**src/inc/irq_pm_pkg.sv**
```systemverilog
// constants, register map and source tables for the interrupt and power-mode block
// assumes a 12-clock machine cycle core and an avalon-mm register master
package irq_pm_pkg;
    localparam int          N_SRC          = 10;
    localparam int          CLKS_PER_MCYC  = 12;
    localparam int          S5P2_PHASE     = 9;
    localparam int          INT_RST_MCYC   = 3;
    localparam int          ADDR_W         = 10;
    // register indices; byte address is four times the index
    localparam logic [7:0]  IDX_PWR        = 8'h87;
    localparam logic [7:0]  IDX_EN2        = 8'ha7;
    localparam logic [7:0]  IDX_EN         = 8'ha8;
    localparam logic [7:0]  IDX_PRI2       = 8'hb7;
    localparam logic [7:0]  IDX_PRI        = 8'hb8;
    localparam logic [7:0]  IDX_STAT       = 8'hc0;
    localparam logic [7:0]  PWR_RST        = 8'h00;
    localparam logic [7:0]  EN_RST         = 8'h00;
    localparam logic [7:0]  EN2_RST        = 8'h00;
    localparam logic [7:0]  PRI_RST        = 8'h00;
    localparam logic [7:0]  PRI2_RST       = 8'h00;
    localparam logic [7:0]  PRI2_USED      = 8'h93;
    localparam int          PWR_HALT       = 0;
    localparam int          PWR_DOWN       = 1;
    localparam int          PWR_TXSEL      = 2;
    localparam int          PWR_RXSEL      = 3;
    localparam int          PWR_ADCEN      = 4;
    localparam int          PWR_UVROFF     = 5;
    localparam int          PWR_DBL2       = 6;
    localparam int          PWR_DBL        = 7;
    localparam int          EN_GLOBAL      = 7;
    // sources in polling order: int0 uart2 t0 i2c int1 ddc t1 usb uart1 t2
    localparam logic [1:0]  SEL_EN         = 2'h0;
    localparam logic [1:0]  SEL_EN2        = 2'h1;
    localparam logic [1:0]  SRC_REG  [N_SRC] = '{2'h0, 2'h1, 2'h0, 2'h1, 2'h0,
                                                 2'h1, 2'h0, 2'h1, 2'h0, 2'h0};
    localparam logic [2:0]  SRC_BIT  [N_SRC] = '{3'h0, 3'h4, 3'h1, 3'h1, 3'h2,
                                                 3'h7, 3'h3, 3'h0, 3'h4, 3'h5};
    localparam logic [15:0] SRC_VEC  [N_SRC] = '{16'h0003, 16'h004b, 16'h000b,
                                                 16'h0043, 16'h0013, 16'h003b,
                                                 16'h001b, 16'h0033, 16'h0023,
                                                 16'h002b};
endpackage

```
**src/irq_pm_ctrl.sv**
```systemverilog
// interrupt dispatch and power-mode control with an avalon-mm register slave
// assumes core strobes are synchronous to i_mclk and last one clock
//
// The Avalon-MM slave port is this design's own decision.
`timescale 1ns/1ns
module irq_pm_ctrl
    import irq_pm_pkg::*;
#(
    parameter int MCYC_CLKS = CLKS_PER_MCYC
) (
    input  wire logic              i_mclk,
    input  wire logic              i_rst_b,
    input  wire logic [ADDR_W-1:0] i_address,
    input  wire logic              i_read,
    input  wire logic              i_write,
    input  wire logic [31:0]       i_writedata,
    output logic [31:0]            o_readdata,
    output logic                   o_waitrequest,
    input  wire logic [N_SRC-1:0]  i_req,
    input  wire logic              i_last_cycle,
    input  wire logic              i_irq_return,
    input  wire logic              i_int_rst,
    input  wire logic [15:0]       i_pc,
    output logic                   o_hw_call,
    output logic [15:0]            o_vector,
    output logic [15:0]            o_push_pc,
    output logic                   o_cpu_halt,
    output logic                   o_osc_stop,
    output logic                   o_periph_run,
    output logic                   o_core_rst,
    output logic                   o_uart_dbl,
    output logic                   o_uart2_dbl,
    output logic                   o_uvr_disable,
    output logic                   o_uvd_on,
    output logic                   o_adc_irq_en,
    output logic                   o_uart2_rx_sel,
    output logic                   o_uart2_tx_sel
);
    // the phase counter is 8 bits and the sample phase must fall inside the cycle
    if (MCYC_CLKS <= S5P2_PHASE + 1 || MCYC_CLKS > 255) begin : g_bad_mcyc
        $error("MCYC_CLKS must exceed the sample phase and fit 8 bits");
    end

    localparam logic [7:0] LAST_PH  = 8'(MCYC_CLKS - 1);
    localparam logic [7:0] SAMP_PH  = 8'(S5P2_PHASE);
    localparam logic [1:0] RST_LEFT = 2'(INT_RST_MCYC);

    // ----------------------------------------------------------------
    // machine cycle timing
    // ----------------------------------------------------------------
    logic [7:0] phase_q;
    logic       pwr_down;
    logic       mc_start;
    logic       mc_samp;
    logic       mc_end;

    // the oscillator is stopped in power-down, so phases freeze there
    always_ff @(posedge i_mclk or negedge i_rst_b) begin
        if (!i_rst_b) begin
            phase_q <= 8'h00;
        end else if (i_int_rst) begin
            phase_q <= 8'h00;
        end else if (!pwr_down) begin
            phase_q <= (phase_q == LAST_PH) ? 8'h00 : phase_q + 8'h01;
        end
    end

    assign mc_start = !pwr_down && phase_q == 8'h00;
    assign mc_samp  = !pwr_down && phase_q == SAMP_PH;
    assign mc_end   = !pwr_down && phase_q == LAST_PH;

    // ----------------------------------------------------------------
    // registers
    // ----------------------------------------------------------------
    logic [7:0] pwr_q;
    logic [7:0] en_q;
    logic [7:0] en2_q;
    logic [7:0] pri_q;
    logic [7:0] pri2_q;
    logic [1:0] inprog_q;
    logic       ack_q;
    logic [7:0] idx;
    logic       wr_go;
    logic       rd_go;
    logic       wake;
    logic       access_q;

    assign idx   = i_address[ADDR_W-1:2];
    assign wr_go = i_write && ack_q;
    assign rd_go = i_read && ack_q;
    assign pwr_down = pwr_q[PWR_DOWN];

    // one wait state: data is prepared in the first cycle, taken in the second
    assign o_waitrequest = (i_read || i_write) && !ack_q;

    always_ff @(posedge i_mclk or negedge i_rst_b) begin
        if (!i_rst_b) begin
            ack_q <= 1'b0;
        end else begin
            ack_q <= (i_read || i_write) && !ack_q;
        end
    end

    function automatic logic [7:0] reg_read(input logic [7:0] a, input logic [7:0] pw,
                                            input logic [7:0] e1, input logic [7:0] e2,
                                            input logic [7:0] p1, input logic [7:0] p2,
                                            input logic [7:0] st);
        unique case (a)
            IDX_PWR:  reg_read = pw;
            IDX_EN:   reg_read = e1;
            IDX_EN2:  reg_read = e2;
            IDX_PRI:  reg_read = p1;
            IDX_PRI2: reg_read = p2;
            IDX_STAT: reg_read = st;
            default:  reg_read = 8'h00;
        endcase
    endfunction

    logic [3:0] last_src_q;
    always_ff @(posedge i_mclk or negedge i_rst_b) begin
        if (!i_rst_b) begin
            o_readdata <= 32'h0000_0000;
        end else if (i_read && !ack_q) begin
            o_readdata <= {24'h000000, reg_read(idx, pwr_q, en_q, en2_q, pri_q, pri2_q,
                                                {last_src_q, inprog_q, pwr_q[1:0]})};
        end
    end

    // internal reset puts every writable register back to its defined state
    always_ff @(posedge i_mclk or negedge i_rst_b) begin
        if (!i_rst_b) begin
            pwr_q <= PWR_RST;
        end else if (i_int_rst) begin
            pwr_q <= PWR_RST;
        end else if (wr_go && idx == IDX_PWR) begin
            pwr_q <= i_writedata[7:0];
        end else if (wake) begin
            pwr_q[PWR_HALT] <= 1'b0;
        end
    end

    always_ff @(posedge i_mclk or negedge i_rst_b) begin
        if (!i_rst_b) begin
            en_q   <= EN_RST;
            en2_q  <= EN2_RST;
            pri_q  <= PRI_RST;
            pri2_q <= PRI2_RST;
        end else if (i_int_rst) begin
            en_q   <= EN_RST;
            en2_q  <= EN2_RST;
            pri_q  <= PRI_RST;
            pri2_q <= PRI2_RST;
        end else if (wr_go) begin
            if (idx == IDX_EN) begin
                en_q <= i_writedata[7:0];
            end
            if (idx == IDX_EN2) begin
                en2_q <= i_writedata[7:0];
            end
            if (idx == IDX_PRI) begin
                pri_q <= i_writedata[7:0];
            end
            if (idx == IDX_PRI2) begin
                pri2_q <= i_writedata[7:0] & PRI2_USED;
            end
        end
    end

    // enable/priority access at any phase but the first and last of the machine cycle blocks that cycle's call
    always_ff @(posedge i_mclk or negedge i_rst_b) begin
        if (!i_rst_b) begin
            access_q <= 1'b0;
        end else if (mc_start) begin
            access_q <= 1'b0;
        end else if ((i_read || i_write)
                     && (idx == IDX_EN || idx == IDX_EN2 || idx == IDX_PRI || idx == IDX_PRI2)) begin
            access_q <= 1'b1;
        end
    end

    // ----------------------------------------------------------------
    // sampling and polling
    // ----------------------------------------------------------------
    logic [N_SRC-1:0] samp_q;
    logic [N_SRC-1:0] poll_q;

    always_ff @(posedge i_mclk or negedge i_rst_b) begin
        if (!i_rst_b) begin
            samp_q <= '0;
            poll_q <= '0;
        end else begin
            if (mc_samp) begin
                samp_q <= i_req;
            end
            if (mc_start) begin
                poll_q <= samp_q;
            end
        end
    end

    function automatic logic bit_of(input logic [1:0] r, input logic [2:0] b,
                                    input logic [7:0] a, input logic [7:0] c);
        bit_of = (r == SEL_EN) ? a[b] : c[b];
    endfunction

    logic [N_SRC-1:0] en_src;
    logic [N_SRC-1:0] hi_src;
    logic [N_SRC-1:0] hi_pend;
    logic [N_SRC-1:0] lo_pend;
    always_comb begin
        for (int i = 0; i < N_SRC; i++) begin
            en_src[i] = bit_of(SRC_REG[i], SRC_BIT[i], en_q, en2_q) && en_q[EN_GLOBAL];
            hi_src[i] = bit_of(SRC_REG[i], SRC_BIT[i], pri_q, pri2_q);
        end
        hi_pend = poll_q & en_src & hi_src;
        lo_pend = poll_q & en_src & ~hi_src;
    end

    // lowest index wins: index order is the polling order
    function automatic logic [3:0] first_set(input logic [N_SRC-1:0] v);
        first_set = 4'h0;
        for (int i = N_SRC - 1; i >= 0; i--) begin
            if (v[i]) begin
                first_set = 4'(i);
            end
        end
    endfunction

    logic       hi_ok;
    logic       lo_ok;
    logic       take;
    logic       take_hi;
    logic [3:0] pick;

    assign hi_ok   = |hi_pend && !inprog_q[1];
    assign lo_ok   = |lo_pend && inprog_q == 2'b00;
    assign take_hi = hi_ok;
    assign pick    = take_hi ? first_set(hi_pend) : first_set(lo_pend);
    // a halted core sits in its final cycle by definition
    assign take    = mc_end && (hi_ok || lo_ok)
                     && (i_last_cycle || pwr_q[PWR_HALT])
                     && !i_irq_return && !access_q;
    assign wake    = mc_end && |(poll_q & en_src) && pwr_q[PWR_HALT];

    // ----------------------------------------------------------------
    // call generation and level tracking
    // ----------------------------------------------------------------
    always_ff @(posedge i_mclk or negedge i_rst_b) begin
        if (!i_rst_b) begin
            o_hw_call  <= 1'b0;
            o_vector   <= 16'h0000;
            o_push_pc  <= 16'h0000;
            last_src_q <= 4'h0;
        end else begin
            o_hw_call <= take && !i_int_rst;
            if (take) begin
                o_vector   <= SRC_VEC[pick];
                o_push_pc  <= i_pc;
                last_src_q <= pick;
            end
        end
    end

    // a plain return has no strobe here, so the level stays busy after it
    always_ff @(posedge i_mclk or negedge i_rst_b) begin
        if (!i_rst_b) begin
            inprog_q <= 2'b00;
        end else if (i_int_rst) begin
            inprog_q <= 2'b00;
        end else if (take) begin
            inprog_q[take_hi ? 1 : 0] <= 1'b1;
        end else if (i_irq_return) begin
            if (inprog_q[1]) begin
                inprog_q[1] <= 1'b0;
            end else begin
                inprog_q[0] <= 1'b0;
            end
        end
    end

    // ----------------------------------------------------------------
    // internal reset stretch and mode outputs
    // ----------------------------------------------------------------
    logic [1:0] rst_cnt_q;
    always_ff @(posedge i_mclk or negedge i_rst_b) begin
        if (!i_rst_b) begin
            rst_cnt_q <= 2'h0;
        end else if (i_int_rst) begin
            rst_cnt_q <= RST_LEFT;
        end else if (mc_end && rst_cnt_q != 2'h0) begin
            rst_cnt_q <= rst_cnt_q - 2'h1;
        end
    end

    // an external reset shorter than two machine cycles is the far end's fault
    assign o_core_rst     = rst_cnt_q != 2'h0;
    assign o_cpu_halt     = pwr_q[PWR_HALT] && !pwr_q[PWR_DOWN];
    assign o_osc_stop     = pwr_q[PWR_DOWN];
    assign o_periph_run   = !pwr_q[PWR_DOWN];
    assign o_uvd_on       = 1'b1;
    assign o_uart_dbl     = pwr_q[PWR_DBL];
    assign o_uart2_dbl    = pwr_q[PWR_DBL2];
    assign o_uvr_disable  = pwr_q[PWR_UVROFF];
    assign o_adc_irq_en   = pwr_q[PWR_ADCEN];
    assign o_uart2_rx_sel = pwr_q[PWR_RXSEL];
    assign o_uart2_tx_sel = pwr_q[PWR_TXSEL];

    // ----------------------------------------------------------------
    // checks
    // ----------------------------------------------------------------
    // every check is gated by the external reset; a mid-run reset restarts them all
    // internal reset is not a disable: the call path must stay legal through it
    chk_call_needs_last: assert property (@(posedge i_mclk) disable iff (!i_rst_b)
        o_hw_call |-> $past(i_last_cycle) || $past(pwr_q[PWR_HALT]))
        else $error("call outside final instruction cycle");
    chk_call_not_return: assert property (@(posedge i_mclk) disable iff (!i_rst_b)
        o_hw_call |-> !$past(i_irq_return))
        else $error("call during return from interrupt");
    chk_call_global_en: assert property (@(posedge i_mclk) disable iff (!i_rst_b)
        o_hw_call |-> $past(en_q[EN_GLOBAL]))
        else $error("call with global enable clear");
    chk_high_blocks_all: assert property (@(posedge i_mclk) disable iff (!i_rst_b)
        inprog_q[1] |=> !o_hw_call)
        else $error("call while high level in progress");
    chk_low_blocks_low: assert property (@(posedge i_mclk) disable iff (!i_rst_b)
        inprog_q[0] && !(|hi_pend) |=> !o_hw_call)
        else $error("low call while low level in progress");
    chk_call_sets_level: assert property (@(posedge i_mclk) disable iff (!i_rst_b)
        take && !i_int_rst |=> inprog_q != 2'b00)
        else $error("call did not mark a level");
    chk_call_one_pulse: assert property (@(posedge i_mclk) disable iff (!i_rst_b)
        o_hw_call |=> !o_hw_call)
        else $error("call strobe longer than one clock");
    chk_return_clears: assert property (@(posedge i_mclk) disable iff (!i_rst_b)
        i_irq_return && inprog_q[1] && !i_int_rst |=> !inprog_q[1])
        else $error("return did not clear the high level");
    chk_sample_phase: assert property (@(posedge i_mclk) disable iff (!i_rst_b)
        mc_samp |=> samp_q == $past(i_req))
        else $error("request flags not captured at the sample phase");
    chk_poll_fresh: assert property (@(posedge i_mclk) disable iff (!i_rst_b)
        mc_start |=> poll_q == $past(samp_q))
        else $error("poll did not start from the latest sample");
    chk_pri2_unused: assert property (@(posedge i_mclk) disable iff (!i_rst_b)
        (pri2_q & ~PRI2_USED) == 8'h00)
        else $error("unused secondary priority bit set");
    chk_global_blocks: assert property (@(posedge i_mclk) disable iff (!i_rst_b)
        !en_q[EN_GLOBAL] |=> !o_hw_call)
        else $error("call issued with global enable low");
    chk_vector_fixed: assert property (@(posedge i_mclk) disable iff (!i_rst_b)
        o_hw_call |-> o_vector[2:0] == 3'h3 && o_vector[15:7] == 9'h000)
        else $error("vector outside table pattern");
    chk_pc_pushed: assert property (@(posedge i_mclk) disable iff (!i_rst_b)
        o_hw_call |-> o_push_pc == $past(i_pc))
        else $error("pushed pc is not the interrupted pc");
    chk_pd_no_wake: assert property (@(posedge i_mclk) disable iff (!i_rst_b)
        pwr_q[PWR_DOWN] && !i_int_rst && !wr_go |=> pwr_q[PWR_DOWN])
        else $error("power-down left without reset");
    chk_pd_no_call: assert property (@(posedge i_mclk) disable iff (!i_rst_b)
        pwr_q[PWR_DOWN] |=> !o_hw_call)
        else $error("call issued in power-down");
    chk_pd_stops_phase: assert property (@(posedge i_mclk) disable iff (!i_rst_b)
        pwr_q[PWR_DOWN] && $past(pwr_q[PWR_DOWN]) && !$past(i_int_rst) |-> $stable(phase_q))
        else $error("machine cycle ran in power-down");
    chk_idle_wake: assert property (@(posedge i_mclk) disable iff (!i_rst_b)
        wake && !i_int_rst && !wr_go |=> !pwr_q[PWR_HALT])
        else $error("enabled interrupt did not end idle");
    chk_int_rst_len: assert property (@(posedge i_mclk) disable iff (!i_rst_b)
        $rose(o_core_rst) |-> o_core_rst [*8])
        else $error("internal reset stretch too short");
    // precedence is checked on the outputs, where the core actually sees it
    chk_pd_precedence: assert property (@(posedge i_mclk) disable iff (!i_rst_b)
        pwr_q[PWR_DOWN] |-> !o_cpu_halt && o_osc_stop && !o_periph_run)
        else $error("power-down did not take precedence");
endmodule

```
**config.mk**
```make
export PLATFORM = sky130hd
export DESIGN_NAME = irq_pm_ctrl
export DESIGN_NICKNAME = d
export VERILOG_FILES = /design/src/inc/irq_pm_pkg.sv /design/src/irq_pm_ctrl.sv
export SDC_FILE = /design/constraint.sdc
export NUM_CORES = 1
export LEC_CHECK = 0
export ABC_AREA = 1
export BUFFER_PORTS_ARGS = -buffer_cell sky130_fd_sc_hd__buf_2
export CAP_MARGIN = 0
export CORE_MARGIN = 1.5
export CORE_UTILIZATION = 30
export CTS_CLUSTER_SIZE = 8
export DETAILED_ROUTE_END_ITERATION = 7
export SLEW_MARGIN = 10
export SYNTH_ARGS = -nofsm -noshare
export SYNTH_HDL_FRONTEND = slang
export SYNTH_SLANG_ARGS = --single-unit
```
**constraint.sdc**
```tcl
create_clock -name i_mclk -period 2.3 [get_ports i_mclk]
set_input_delay 0 -clock i_mclk [delete_from_list [all_inputs] [get_ports i_mclk]]
set_output_delay 0 -clock i_mclk [all_outputs]
set_load 0.05 [all_outputs]
```
# == After elaboration in Yosys (flattened, before gate mapping) ==
# Memories as Yosys holds them, arrays and structs flattened. A register that Yosys moved wholly into a read port is not among the register bits.
# Cells that the tools add are included.
# op_classes
add_sub_neg,2
magnitude_cmp,2
eq_ne,10
mux,52
n_bitwise,6
n_reduce_logical,64
# ops
op,n
8-bit 2-to-1 mux,16
4-bit 2-to-1 mux,21
8-bit equality test (second input constant),6
8-bit one-hot mux with 6 select lines,1
10-bit bitwise AND,3
1-bit logical AND,30
10-bit OR reduction,3
2-bit nonzero test,9
8-bit by 4-bit equality test with 1-bit output (second input constant),2
2-bit 2-to-1 mux,5
10-bit NOT,1
2-bit AND reduction,5
8-bit by 1-bit adder with 8-bit output (second input constant),1
8-bit logical NOT,1
1-bit logical NOT,7
1-bit 2-to-1 mux,7
7-bit 2-to-1 mux,1
1-bit logical OR,6
3-bit nonzero test,2
4-bit NOT with 5-bit output,1
3-bit by 2-bit inequality test with 1-bit output (second input constant),1
2-bit logical NOT,1
1-bit by 2-bit less-than comparator with 1-bit output (second input constant),1
2-bit inequality test (second input constant),1
other kinds (4),4
# totals
reg_bits,103
mem_bits_ro,256
in_bits,75
out_inout_bits,77
wordCells,155
memories,1
# memory_table
memory,depth,width,rd,rd_ports_with_merged_regs,write_ports,line_no,source
(name not given),16,16,1,1,0,irq_pm_ctrl.sv:257,o_vector <= SRC_VEC[pick];

# == Longest topological paths before layout ==
# Gate-level depths: netlist of run 1.
# depth
ltp_word,15
mapped_depth,16
depth_no_buf,15

# == Worst setup path after synthesis of run 1 ==
# No wires, ideal clock.
# synth_path
path_type,register -> register
startpoint,reg pwr_q[1]
endpoint,reg phase_q[6]
setup_ps,77
arrival_ps,2013
required_time_ps,2223
slack_ps,209
stages_incl_launch_ff,9
path_buffers,0
period_less_slack_ps,2091
path_cell_list,dfrtp_1 inv_1 nor2_2 clkinv_1 nand2_1 inv_1 nand3_1 o22ai_1 a21oi_1
# synth_via
elab_chain_cells,1
# synth_rtl
element,line_no,source
"start, declared",irq_pm_ctrl.sv:75,logic [7:0] pwr_q;
"start signal, assigned",irq_pm_ctrl.sv:136,pwr_q <= i_writedata[7:0];
2-bit inequality test (no line),--,
"end signal, assigned",irq_pm_ctrl.sv:64,phase_q <= (phase_q == LAST_PH) ? 8'h00 : phase_q + 8'h01;
"end, declared",irq_pm_ctrl.sv:51,logic [7:0] phase_q;
# Every way passes these cells.
# A chain may end at the register's enable or synchronous reset.

# == Final worst setup path of run 1 ==
# layout_path
startpoint,reg en_q[7]
endpoint,reg o_push_pc[15]
# layout_via
elab_chain_cells,10
word_cells_on_any_way,22
classes_between,3 x bitwise; 19 x reduce/logical
# layout_rtl
element,line_no,source
"start, declared",irq_pm_ctrl.sv:76,logic [7:0] en_q;
"start signal, assigned",irq_pm_ctrl.sv:155,en_q <= i_writedata[7:0];
1-bit logical AND,irq_pm_ctrl.sv:212,"en_src[i] = bit_of(SRC_REG[i], SRC_BIT[i], en_q, en2_q) && en_q[EN_GLOBAL];"
10-bit bitwise AND *,"irq_pm_ctrl.sv:215, irq_pm_ctrl.sv:216",
10-bit bitwise AND (on tied branches),"irq_pm_ctrl.sv:215, irq_pm_ctrl.sv:216",
10-bit OR reduction (on tied branches),"irq_pm_ctrl.sv:235, irq_pm_ctrl.sv:236",
1-bit logical AND (on tied branches),"irq_pm_ctrl.sv:235, irq_pm_ctrl.sv:236",
1-bit logical OR *,irq_pm_ctrl.sv:240,assign take = mc_end && (hi_ok || lo_ok)
1-bit logical AND *,irq_pm_ctrl.sv:240,
1-bit logical AND *,irq_pm_ctrl.sv:241,&& (i_last_cycle || pwr_q[PWR_HALT])
1-bit logical AND * (2 in a row),irq_pm_ctrl.sv:242,&& !i_irq_return && !access_q;
"end signal, assigned",irq_pm_ctrl.sv:258,o_push_pc <= i_pc;
"end, declared",irq_pm_ctrl.sv:26,"output logic [15:0] o_push_pc,"
# Mark *: on every way between the ends. The rest lies on a longest branch, timed or not.

==> results of run 1 <==
[sequential cells by signal (all words and copies together), names as in the netlist, 4 cells and up]
name,cells
en2_q,8
en_q,8
last_src_q,4
o_push_pc,16
o_readdata,8
o_vector,5
phase_q,8
poll_q,10
pri2_q,4
pri_q,8
pwr_q,8
samp_q,10
[power by group through the flow]
stage | Combinational [mW] | Clock, mW | Sequential [mW]
final | 0.629 | 1.71 | 2.05
after global routing | 0.702 | 1.81 | 2.07
after CTS | 0.635 | 1.75 | 2.05
after detailed placement | 0.590 | 0 | 2.09
after global placement | 0.583 | 0 | 2.08
after floorplan | 0.404 | 0 | 2.11
[critical path, stage by stage (launching register included)]
cell	delay, ns
dfrtp_1	0.36
buf_4	0.23
nand4_1	0.13
nand2_1	0.08
nor2_1	0.23
nand3_2	0.14
a21o_2	0.23
nand2_4	0.18
inv_2	0.18
nand2_1	0.10
nand2_1	0.05
[cell families after synthesis]
family | share of synthesized area [%]
compound gates | 13.2
fa+ha+maj | 0.938
buf+inv | 12.1
flops | 48.8
other cells | 0.141
simple gates | 24.8
[stage by stage]
stage | hold WS (ns) | util, % | std cells | total power [mW]
6_report | 0.000309 | 37.9 | 1020 | 4.40
2_1_floorplan | -0.296 | - | 699 | 2.51
5_1_grt | 0.0382 | 37.9 | 1020 | 4.58
3_5_place_dp | -0.143 | 34.1 | 971 | 2.68
4_1_cts | 0.000739 | 37.9 | 1020 | 4.43
3_3_place_gp | -0.142 | 34.1 | 971 | 2.67
[worst paths after layout]
path | startpoint | to | slack, ns
min in group asynchronous | i_rst_b | en2_q[7] | 0.01
worst max register to register | en_q[7] | o_push_pc[15] | 0.26
worst max-delay path | en_q[7] | o_push_pc[15] | 0.26
worst min register to register | o_push_pc[2] | o_push_pc[2] | 0.48
worst min-delay path | i_write | access_q | 0.0003
max in group asynchronous | i_rst_b | o_vector[3] | 1.52
[per-layer routing]
layer,GRT usage (%),vias to the layer above
met4,6.86,0
met2,27.3,133
li1,-,2336
met5,0,-
met3,3.09,21
met1,20.7,2204
[Yosys cell counts (2+ instances only)]
master	n	area (sq um)
nand3_2	4	40.0
clkbuf_1	12	45.0
nor2_2	5	31.3
inv_1	67	251
a21oi_2	3	26.3
ha_1	4	50.1
buf_6	3	33.8
nor3_1	7	35.0
a21oi_1	32	160
o31ai_1	2	15.0
o21ai_1	5	25.0
a211oi_1	3	22.5
a22oi_1	2	15.0
nand4_1	20	125
conb_1	2	7.51
dfrtp_1	104	2600
nand2_1	193	724
nand4_2	3	37.5
a31oi_1	2	12.5
nor2_1	41	154
a221oi_1	4	35.0
o21ai_0	66	330
buf_4	38	285
inv_2	7	26.3
nand3_1	19	95.1
or2_2	2	12.5
[cell type report]
class	instances	area [sq um]
repair buffers	133	871
well taps	225	282
flip-flops and latches	104	2600
clock inverters	6	91.3
inverters	75	282
clock buffers	10	239
fillers	1827	10800
multi-input cells	467	2210
==> metrics.md, run 1 <==
| Metric | Value |
|---|---|
| Outcome | finished clean |
| # port buffers | 90 |
| Layout cells sized above 1 | 18.4% |
| Met2 WL post-DR | 7080 um |
| Warnings, synthesis | 0 |
| Deepest clock path buffer count | 2 |
| PD cells | ~670 nW/um^2 |
| DIE AREA | 18600 sq um |
| Clk Latency, worst-skew pair | 0.36 ns |
| Lkg Pwr | ~3.5 nW |
| Synth Flop Type | dfrtp_1 |
| Post-CTS setup buffers | 0 |
| CTS tree | built |
| Fmax | 490 MHz |
| Fin crit share | 88.7% |
| Antenna violations before repair | 0 |
| Switching part of the total power | about 29% |
| First-pass GRT wire length | 23000 um |
| Fin nets | 869 |
| Hold_buf cts | 33 |
| Logic pwr share | ~14% |
| Mapped Cells | around 670 |
| Post-Route M1 WL | 6470 um |
| Layout Skew | between 0.008 and 0.009 ns |
| Post-DRT Antenna Nets | 0 |
| Largest net degree at the start of global routing | 53 |
| Vias in the first global route | about 4.4k |
| Die width | about 140 um |
| Post-Syn Area | approximately 5300 sq um |
| Critical Path Start Type | flop |
| Sequential power share | 46.7% |
| Ant. Diodes | 0 |
| Average cell area after synthesis | ~8 sq um |
| Synth unique cells | 42 |
| Clk pin slew, worst setup/hold paths | approximately 0.070 ns |
| Routed wl met3 | roughly 670 um |
| Flops & latches, synth | between 100 and 150 |
| Design Area, Final | between 6000 and 7000 sq um |
| Internal power | 3.10 mW |
| Critical path peak fanout | 30 |
| Vias per cell | between 4 and 5 |
| Htree depth | 3 |
| IO Count | 152 |
| CP Capture Type | flop |
| FP Rows | 48 |
| Root buffer cell | clkbuf_16 |
| MaxCap Viol Count | 0 |
| Worst slew margin | between 50% and 60% |
| EDFF count, synth | 0 |
| Detailed Route WL | 14500 um |
| Commonest non-fill, non-tap cell in the layout | nand2_1 |
| # DRC | 0 |
| Inserted Clock Buffers | 9 |
| Initial Util | 30.7% |
| Final setup fails | 0 |
| Die Height | about 140 um |
| Placer Congestion | about 0.91 |
| Max Used Layer | met4 |
| RSZ-0062 raised after global routing | no |
| Sequential element share of the synthesized area | 48.8% |
| Dpl hpwl | 10600 um |
| Critical Path RT | around 2.6 ns |
| First DRT Iteration DRCs | 413 |
| Placed instance area | ~6000 sq um |
| Final Hold Vio Count | 0 |
| First-pass DRT Iterations | 5 |
| Maximum vdd drop | 0.324 mV |
| Clock sinks | between 100 and 150 |
| Core Area | between 15000 and 20000 sq um |
| Hold Path Cell Cnt | 3 |
| Hold crit path type | input port to flop |
| Remaining Overflow, GRT | 0 |
| Sw power | between 1 and 1.5 mW |
| Crit Path Category | flop to flop |
| Reg2Reg Depth | 10 |
| Commonest non-fill, non-tap cells in the layout | 193 x nand2_1, 104 x dfrtp_1, 89 x buf_2 |
| Worst slew pin tran | 0.663 ns |
| Final min period | 2.04 ns |
| Routed wire per std cell | 14.2 um |
| All-Layer GR Usage | 16.4% |
| Max Slew Vio Count | 0 |
| CP arrival | 2.29 ns |
| Final setup TNS | 0 ns |
| Power share of the clock group | about two fifths |
| Via count | 4694 |
| Async set or reset register ratio after synthesis | 100% |
| Post-CTS sizing | 0 |
| Worst slack, placed | 0.269 ns |
| Area Overhead vs Synth | 23.3% |
| Final worst slack | between 0.2 and 0.3 ns |
No activity file was read; power rests on OpenSTA's default activity.
==> run 2, diff against run 1 <==
- RECOVER_POWER: not set -> 100
- REMOVE_ABC_BUFFERS: not set -> 1
- SETUP_SLACK_MARGIN: not set -> 0.2
==> metrics.md, run 2 (synthesis gave the netlist of run 1 again) <==
| Metric | Value |
|---|---|
| Outcome | finished clean (unchanged) |
| Layout Skew | 0.0122 ns (was 0.00829 ns) |
| Remaining Overflow, GRT | 0 (unchanged) |
| Final Hold Vio Count | 0 (unchanged) |
| Placed instance area | 5920 sq um (unchanged) |
| Fin nets | 868 (was 869) |
| Fin crit share | 89.4% (was 88.7%) |
| Initial Util | 30.7% (unchanged) |
| Post-DRT Antenna Nets | 0 (unchanged) |
| Buf+Inv Stages, Crit Path | 2 (unchanged) |
| MaxCap Viol Count | 0 (unchanged) |
| Crit Path Category | flop to flop (unchanged) |
| Htree depth | 3 (unchanged) |
| Worst slew pin tran | 1.13 ns (was 0.663 ns) |
| Placer Congestion | 0.894 (was 0.906) |
| Inserted Clock Buffers | 9 (unchanged) |
| CTS tree | built (unchanged) |
| # port buffers | 90 (unchanged) |
| Largest net degree at the start of global routing | 45 (was 53) |
| Max reg flops | 16 (unchanged) |
| Clk Latency, worst-skew pair | 0.36 ns (about the same) |
| First-pass DRT Iterations | 5 (unchanged) |
| Crit-path slowest cell | dfrtp_1 (unchanged) |
| Crit-path cells | buf_4 > nand4_1 > nand2_1 > nor2_2 > nand3_2 > a21o_2 > nand2_2 > buf_6 > nand2_1 > o21ai_0 (was buf_4 > nand4_1 > nand2_1 > nor2_1 > nand3_2 > a21o_2 > nand2_4 > inv_2 > nand2_1 > nand2_1) |
| Area Overhead vs Synth | 21.1% (was 23.3%) |
| Critical Path Start Type | flop (unchanged) |
| PD cells | 669 nW/um^2 (was 668 nW/um^2) |
| Final setup fails | 0 (unchanged) |
| Detailed Route WL | 13700 um (was 14500 um) |
| Final setup TNS | 0 ns (unchanged) |
| Critical path peak fanout | 30 (unchanged) |
| Via count | 4613 (was 4694) |
| Die width | 136 um (unchanged) |
| Deepest clock path buffer count | 2 (unchanged) |
| Die Height | 136 um (unchanged) |
| Max Slew Vio Count | 0 (unchanged) |
| First DRT Iteration DRCs | 244 (was 413) |
| Design Area, Final | 6460 sq um (was 6580 sq um) |
| DIE AREA | 18600 sq um (unchanged) |
| # DRC | 0 (unchanged) |
| FP Rows | 48 (unchanged) |
| CP max stage delay | 0.35 ns (was 0.36 ns) |
| Commonest non-fill, non-tap cells in the layout | 193 x nand2_1, 104 x dfrtp_1, 69 x inv_1 (was 193 x nand2_1, 104 x dfrtp_1, 89 x buf_2) |
| Final min period | 2.06 ns (was 2.04 ns) |
| Critical Path RT | 2.58 ns (was 2.55 ns) |
| Commonest non-fill, non-tap cell in the layout | nand2_1 (unchanged) |
| All-Layer GR Usage | 15.1% (was 16.4%) |
| Final core occ | 37.2% (was 37.9%) |
| Worst slew margin | 24.4% (was 55.8%) |
| Clock sinks | 104 (unchanged) |
| Maximum vdd drop | 0.353 mV (was 0.324 mV) |
| Antenna violations before repair | 0 (unchanged) |
| Vias per cell | 4.54 (was 4.60) |
| Ant. Diodes | 0 (unchanged) |
| CP dominant cell by count | nand2_1 (unchanged) |
| Hold crit path type | input port to flop (unchanged) |
| CP Capture Type | flop (unchanged) |
| Core Area | 17400 sq um (unchanged) |
| Biggest register | o_push_pc (unchanged) |
| RSZ-0062 raised after global routing | yes (was no) |
| Lkg Pwr | 3.30 nW (was 3.51 nW) |
| IO Count | 152 (unchanged) |
| Clk pin slew, worst setup/hold paths | 0.07 ns (about the same) |
| Largest regs | o_push_pc (16), poll_q (10), samp_q (10) (unchanged) |
| Crit path max-delay family | simple AND/OR/NAND/NOR gates (unchanged) |
| CP arrival | 2.33 ns (was 2.29 ns) |
| Fmax | 487 MHz (was 490 MHz) |
| Vias in the first global route | 4252 (was 4446) |
| First-pass GRT wire length | 21700 um (was 23000 um) |
| Root buffer cell | clkbuf_16 (unchanged) |
| Dpl hpwl | 10300 um (was 10600 um) |
| Layout cells sized above 1 | 11.6% (was 18.4%) |
| Routed wire per std cell | 13.4 um (was 14.2 um) |
## run 2: cell types whose count changed in the layout (fill, tap and decap cells not counted), moves of 3 or more
cell and delta:
buf_4 -8, clkbuf_2 +3, inv_2 -3, buf_2 -43, a21oi_2 -3, clkbuf_1 +47
## run 2: path summary, 6_finish.rpt
path,startpoint,end,slack (ns),cells past startpoint
min,i_writedata[3],pri_q[3],0.008,3
min in group asynchronous,i_rst_b,samp_q[9],0.35,2
max,en_q[7],o_vector[6],0.24,10
min reg2reg,o_vector[4],o_vector[4],0.48,2
max reg2reg,en_q[7],o_vector[6],0.24,10
max in group asynchronous,i_rst_b,o_vector[1],0.69,3
## run 2: area by class of cell
type,instances,area (sq um)
fill,1846,10900
sequential,104,2600
multi-input combinational,467,2200
timing repair buffer,132,776
inverter,75,284
tap,225,282
clock buffer,10,239
clock inverter,4,77.6
## run 2: metal layers
| layer | wire length, um | part of all wire [%] | up-vias | GRT usage, % |
|---|---|---|---|---|
| met3 | 759 | 5.6 | 23 | 3.50 |
| met5 | 0 | 0 | - | 0 |
| met4 | 306 | 2.2 | 0 | 5.85 |
| met2 | 6240 | 46 | 133 | 23.9 |
| met1 | 6350 | 46 | 2116 | 20.0 |
| li1 | - | - | 2341 | - |
## run 2: worst min-delay path, cell delays in order
cell,delay [ns]
buf_2,0.10
nand2_1,0.12
o21ai_0,0.11
## run 2: stage by stage
step / std cells / total power [mW] / hold WS [ns] / setup WS (ns)
after global routing: 1017 / 4.52 / 0.0187 / 0.0899
after global placement: 971 / 2.67 / 0.0363 / 0.364
after detailed placement: 971 / 2.68 / 0.0336 / 0.327
final: 1017 / 4.32 / 0.00762 / 0.245
after floorplan: 646 / 2.45 / -0.296 / 0.209
after CTS: 1017 / 4.38 / 0.000290 / 0.316
## run 2: what timing repair did
action                                  4_1_cts  5_1_grt
gates resized for setup                       0        6
hold buffers                                 32        0
endpoints found under the setup margin        0       19
endpoints found under the hold margin        73        0
buffers inserted                              0        0
## run 2: power by group
group	switching, mW	internal (mW)
Clock	0.682	0.977
Combinational	0.450	0.164
Sequential	0.112	1.94
Total	1.24	3.08
==> run 3, diff against run 2 <==
- BUFFER_PORTS_ARGS: -buffer_cell sky130_fd_sc_hd__buf_2 -> not set
- DONT_BUFFER_PORTS: not set -> 1
==> metrics.md, run 3 (synthesis gave the netlist of run 1 again) <==
| Metric | Value |
|---|---|
| Worst Setup EP | o_vector[5] (was o_vector[6]) |
| Root buffer cell | clkbuf_16 (unchanged) |
| Layout cells sized above 1 | 6.15% (was 11.6%) |
| First DRT Iteration DRCs | 289 (was 244) |
| Maximum vdd drop | 0.394 mV (was 0.353 mV) |
| Remaining Overflow, GRT | 0 (unchanged) |
| Layout Skew | 0.0117 ns (was 0.0122 ns) |
| Crit-path cells | nor2_1 > nand3_1 > inv_1 > nand3_1 > nor2_4 > inv_2 > nor3_4 > nand2_8 > or2_1 > o21ai_1 (was buf_4 > nand4_1 > nand2_1 > nor2_2 > nand3_2 > a21o_2 > nand2_2 > buf_6 > nand2_1 > o21ai_0) |
| Fin nets | 790 (was 868) |
| Final setup fails | 0 (unchanged) |
| Reg2Reg Depth | 10 (unchanged) |
| Clk pin slew, worst setup/hold paths | 0.07 ns (about the same) |
| Worst slew margin | 19.5% (was 24.4%) |
| MaxCap Viol Count | 0 (unchanged) |
| Critical path peak fanout | 8 (was 30) |
| Buf+Inv Stages, Crit Path | 2 (unchanged) |
| CP dominant cell by count | nand3_1 (was nand2_1) |
| Clk Latency, worst-skew pair | 0.35 ns (was 0.36 ns) |
| First-pass DRT Iterations | 5 (unchanged) |
| Post-DRT Antenna Nets | 0 (unchanged) |
| Detailed Route WL | 13700 um (about the same) |
| Critical Path Start Type | flop (unchanged) |
| Fmax | 495 MHz (was 487 MHz) |
| All-Layer GR Usage | 15.2% (was 15.1%) |
| Die Height | 136 um (unchanged) |
| Final setup TNS | 0 ns (unchanged) |
| Commonest non-fill, non-tap cell in the layout | nand2_1 (unchanged) |
| Crit path max-delay family | simple AND/OR/NAND/NOR gates (unchanged) |
| Final Hold Vio Count | 104 (was 0) |
| Biggest register | o_push_pc (unchanged) |
| Core Area | 17400 sq um (unchanged) |
| Initial Util | 30.7% (unchanged) |
| Worst Setup SP | phase_q[5] (was en_q[7]) |
| Logic pwr share | 11.4% (was 14.2%) |
| Register-to-register setup slack | 0.28 ns (was 0.24 ns) |
| Ant. Diodes | 0 (unchanged) |
| PD cells | 683 nW/um^2 (was 669 nW/um^2) |
| Crit-path slowest cell | dfrtp_1 (unchanged) |
| Htree depth | 3 (unchanged) |
| Sw power | 1.19 mW (was 1.24 mW) |
| Clock sinks | 104 (unchanged) |
| Area Overhead vs Synth | 15.6% (was 21.1%) |
| IO Count | 152 (unchanged) |
| CTS tree | built (unchanged) |
| CP Capture Type | flop (unchanged) |
| Max Slew Vio Count | 0 (unchanged) |
| Die width | 136 um (unchanged) |
| Largest regs | o_push_pc (16), poll_q (10), samp_q (10) (unchanged) |
| Power Total | 4.21 mW (was 4.32 mW) |
| # port buffers | 0 (was 90) |
| Violated checks | negative hold slack |
| Sequential power share | 50.3% (was 47.4%) |
| Power share of the clock group | 38.3% (was 38.4%) |
| Vias per cell | 4.63 (was 4.54) |
| Dpl hpwl | 9830 um (was 10300 um) |
| Worst path depth | 10 (unchanged) |
| Max reg flops | 16 (unchanged) |
| Crit Path Category | flop to flop (unchanged) |
| Lkg Pwr | 3.10 nW (was 3.30 nW) |
| Outcome | finished with violations (was finished clean) |
| Commonest non-fill, non-tap cells in the layout | 193 x nand2_1, 104 x dfrtp_1, 69 x inv_1 (unchanged) |
| First-pass GRT wire length | 21600 um (was 21700 um) |
| Final min period | 2.02 ns (was 2.06 ns) |
| Antenna violations before repair | 0 (unchanged) |
| Routed wire per std cell | 14.6 um (was 13.4 um) |
| Via count | 4349 (was 4613) |
| Critical Path RT | 2.58 ns (about the same) |
| Worst r2r dst | o_vector[5] (was o_vector[6]) |
| Inserted Clock Buffers | 9 (unchanged) |
| Hold_buf cts | 39 (was 32) |
| R2r startpoint | phase_q[5] (was en_q[7]) |
| FP Rows | 48 (unchanged) |
| Vias in the first global route | 4093 (was 4252) |
| Hold crit path type | input port to asynchronous set/reset pin (was input port to flop) |
| CP max stage delay | 0.41 ns (was 0.35 ns) |
| Deepest clock path buffer count | 2 (unchanged) |
| Placer Congestion | 0.895 (was 0.894) |
| Worst slew pin tran | 1.21 ns (was 1.13 ns) |
| Switching part of the total power | 28.2% (was 28.8%) |
| Largest net degree at the start of global routing | 105 (was 45) |
| # DRC | 0 (unchanged) |
| Fin crit share | 87.8% (was 89.4%) |
| Hold Slack | -0.660 ns (was 0.00762 ns) |
| Internal power | 3.02 mW (was 3.08 mW) |
| RSZ-0062 raised after global routing | no (was yes) |
| CP arrival | 2.30 ns (was 2.33 ns) |
| DIE AREA | 18600 sq um (unchanged) |
==> run 3: worst register-to-register path, stage by stage, from the launching register on <==
cell	delay (ns)
dfrtp_1	0.41
nor2_1	0.11
nand3_1	0.11
inv_1	0.10
nand3_1	0.11
nor2_4	0.20
inv_2	0.07
nor3_4	0.29
nand2_8	0.12
or2_1	0.29
o21ai_1	0.15
==> run 3: cell type report <==
| class | count | area [sq um] |
|---|---|---|
| inverters | 75 | 284 |
| well taps | 225 | 282 |
| clock inverters | 5 | 82.6 |
| flip-flops and latches | 104 | 2600 |
| clock buffers | 10 | 229 |
| multi-input cells | 468 | 2230 |
| fillers | 1839 | 11200 |
| repair buffers | 53 | 457 |
==> run 3: how the worst min path moves through the flow <==
stage | from | end | cells after the start | slack [ns]
6_report | i_rst_b | en_q[7] | 0 | -0.66
5_1_grt | i_rst_b | en_q[7] | 0 | -0.69
4_1_cts | i_rst_b | phase_q[1] | 0 | -0.67
3_5_place_dp | i_rst_b | samp_q[6] | 0 | -0.29
3_3_place_gp | i_rst_b | samp_q[6] | 0 | -0.29
2_1_floorplan | i_rst_b | access_q | 0 | -0.30
==> run 3: power groups by stage <==
stage | Clock, mW | Sequential [mW] | Combinational (mW)
6_report | 1.61 | 2.12 | 0.481
5_1_grt | 1.74 | 2.13 | 0.544
4_1_cts | 1.66 | 2.11 | 0.483
3_5_place_dp | 0 | 2.15 | 0.424
3_3_place_gp | 0 | 2.15 | 0.417
2_1_floorplan | 0 | 2.12 | 0.334
==> run 3: metrics by stage <==
step | cell area, sq um | instances | setup WS (ns) | utilization [%]
after floorplan | 5090 | 646 | 0.209 | -
after global placement | 5470 | 883 | 0.301 | 31.5
after detailed placement | 5470 | 883 | 0.269 | 31.5
after CTS | 6170 | 937 | 0.249 | 35.5
after global routing | 6170 | 940 | 0.115 | 35.5
final | 6170 | 940 | 0.280 | 35.5
==> run 3: timing repair <==
item                                    in CTS  in global routing
resized for setup                            0                 11
buffers inserted                             0                  2
endpoints found under the setup margin       0                 25
hold endpoints to repair                   180                104
==> run 3: layer usage <==
metal / up-vias / global-route usage, % / routed length [um]
met3: 18 / 3.91 / 727
met4: 0 / 4.85 / 248
met1: 2026 / 20.3 / 6370
met5: - / 0 / 0
met2: 124 / 24.0 / 6380
li1: 2181 / - / -
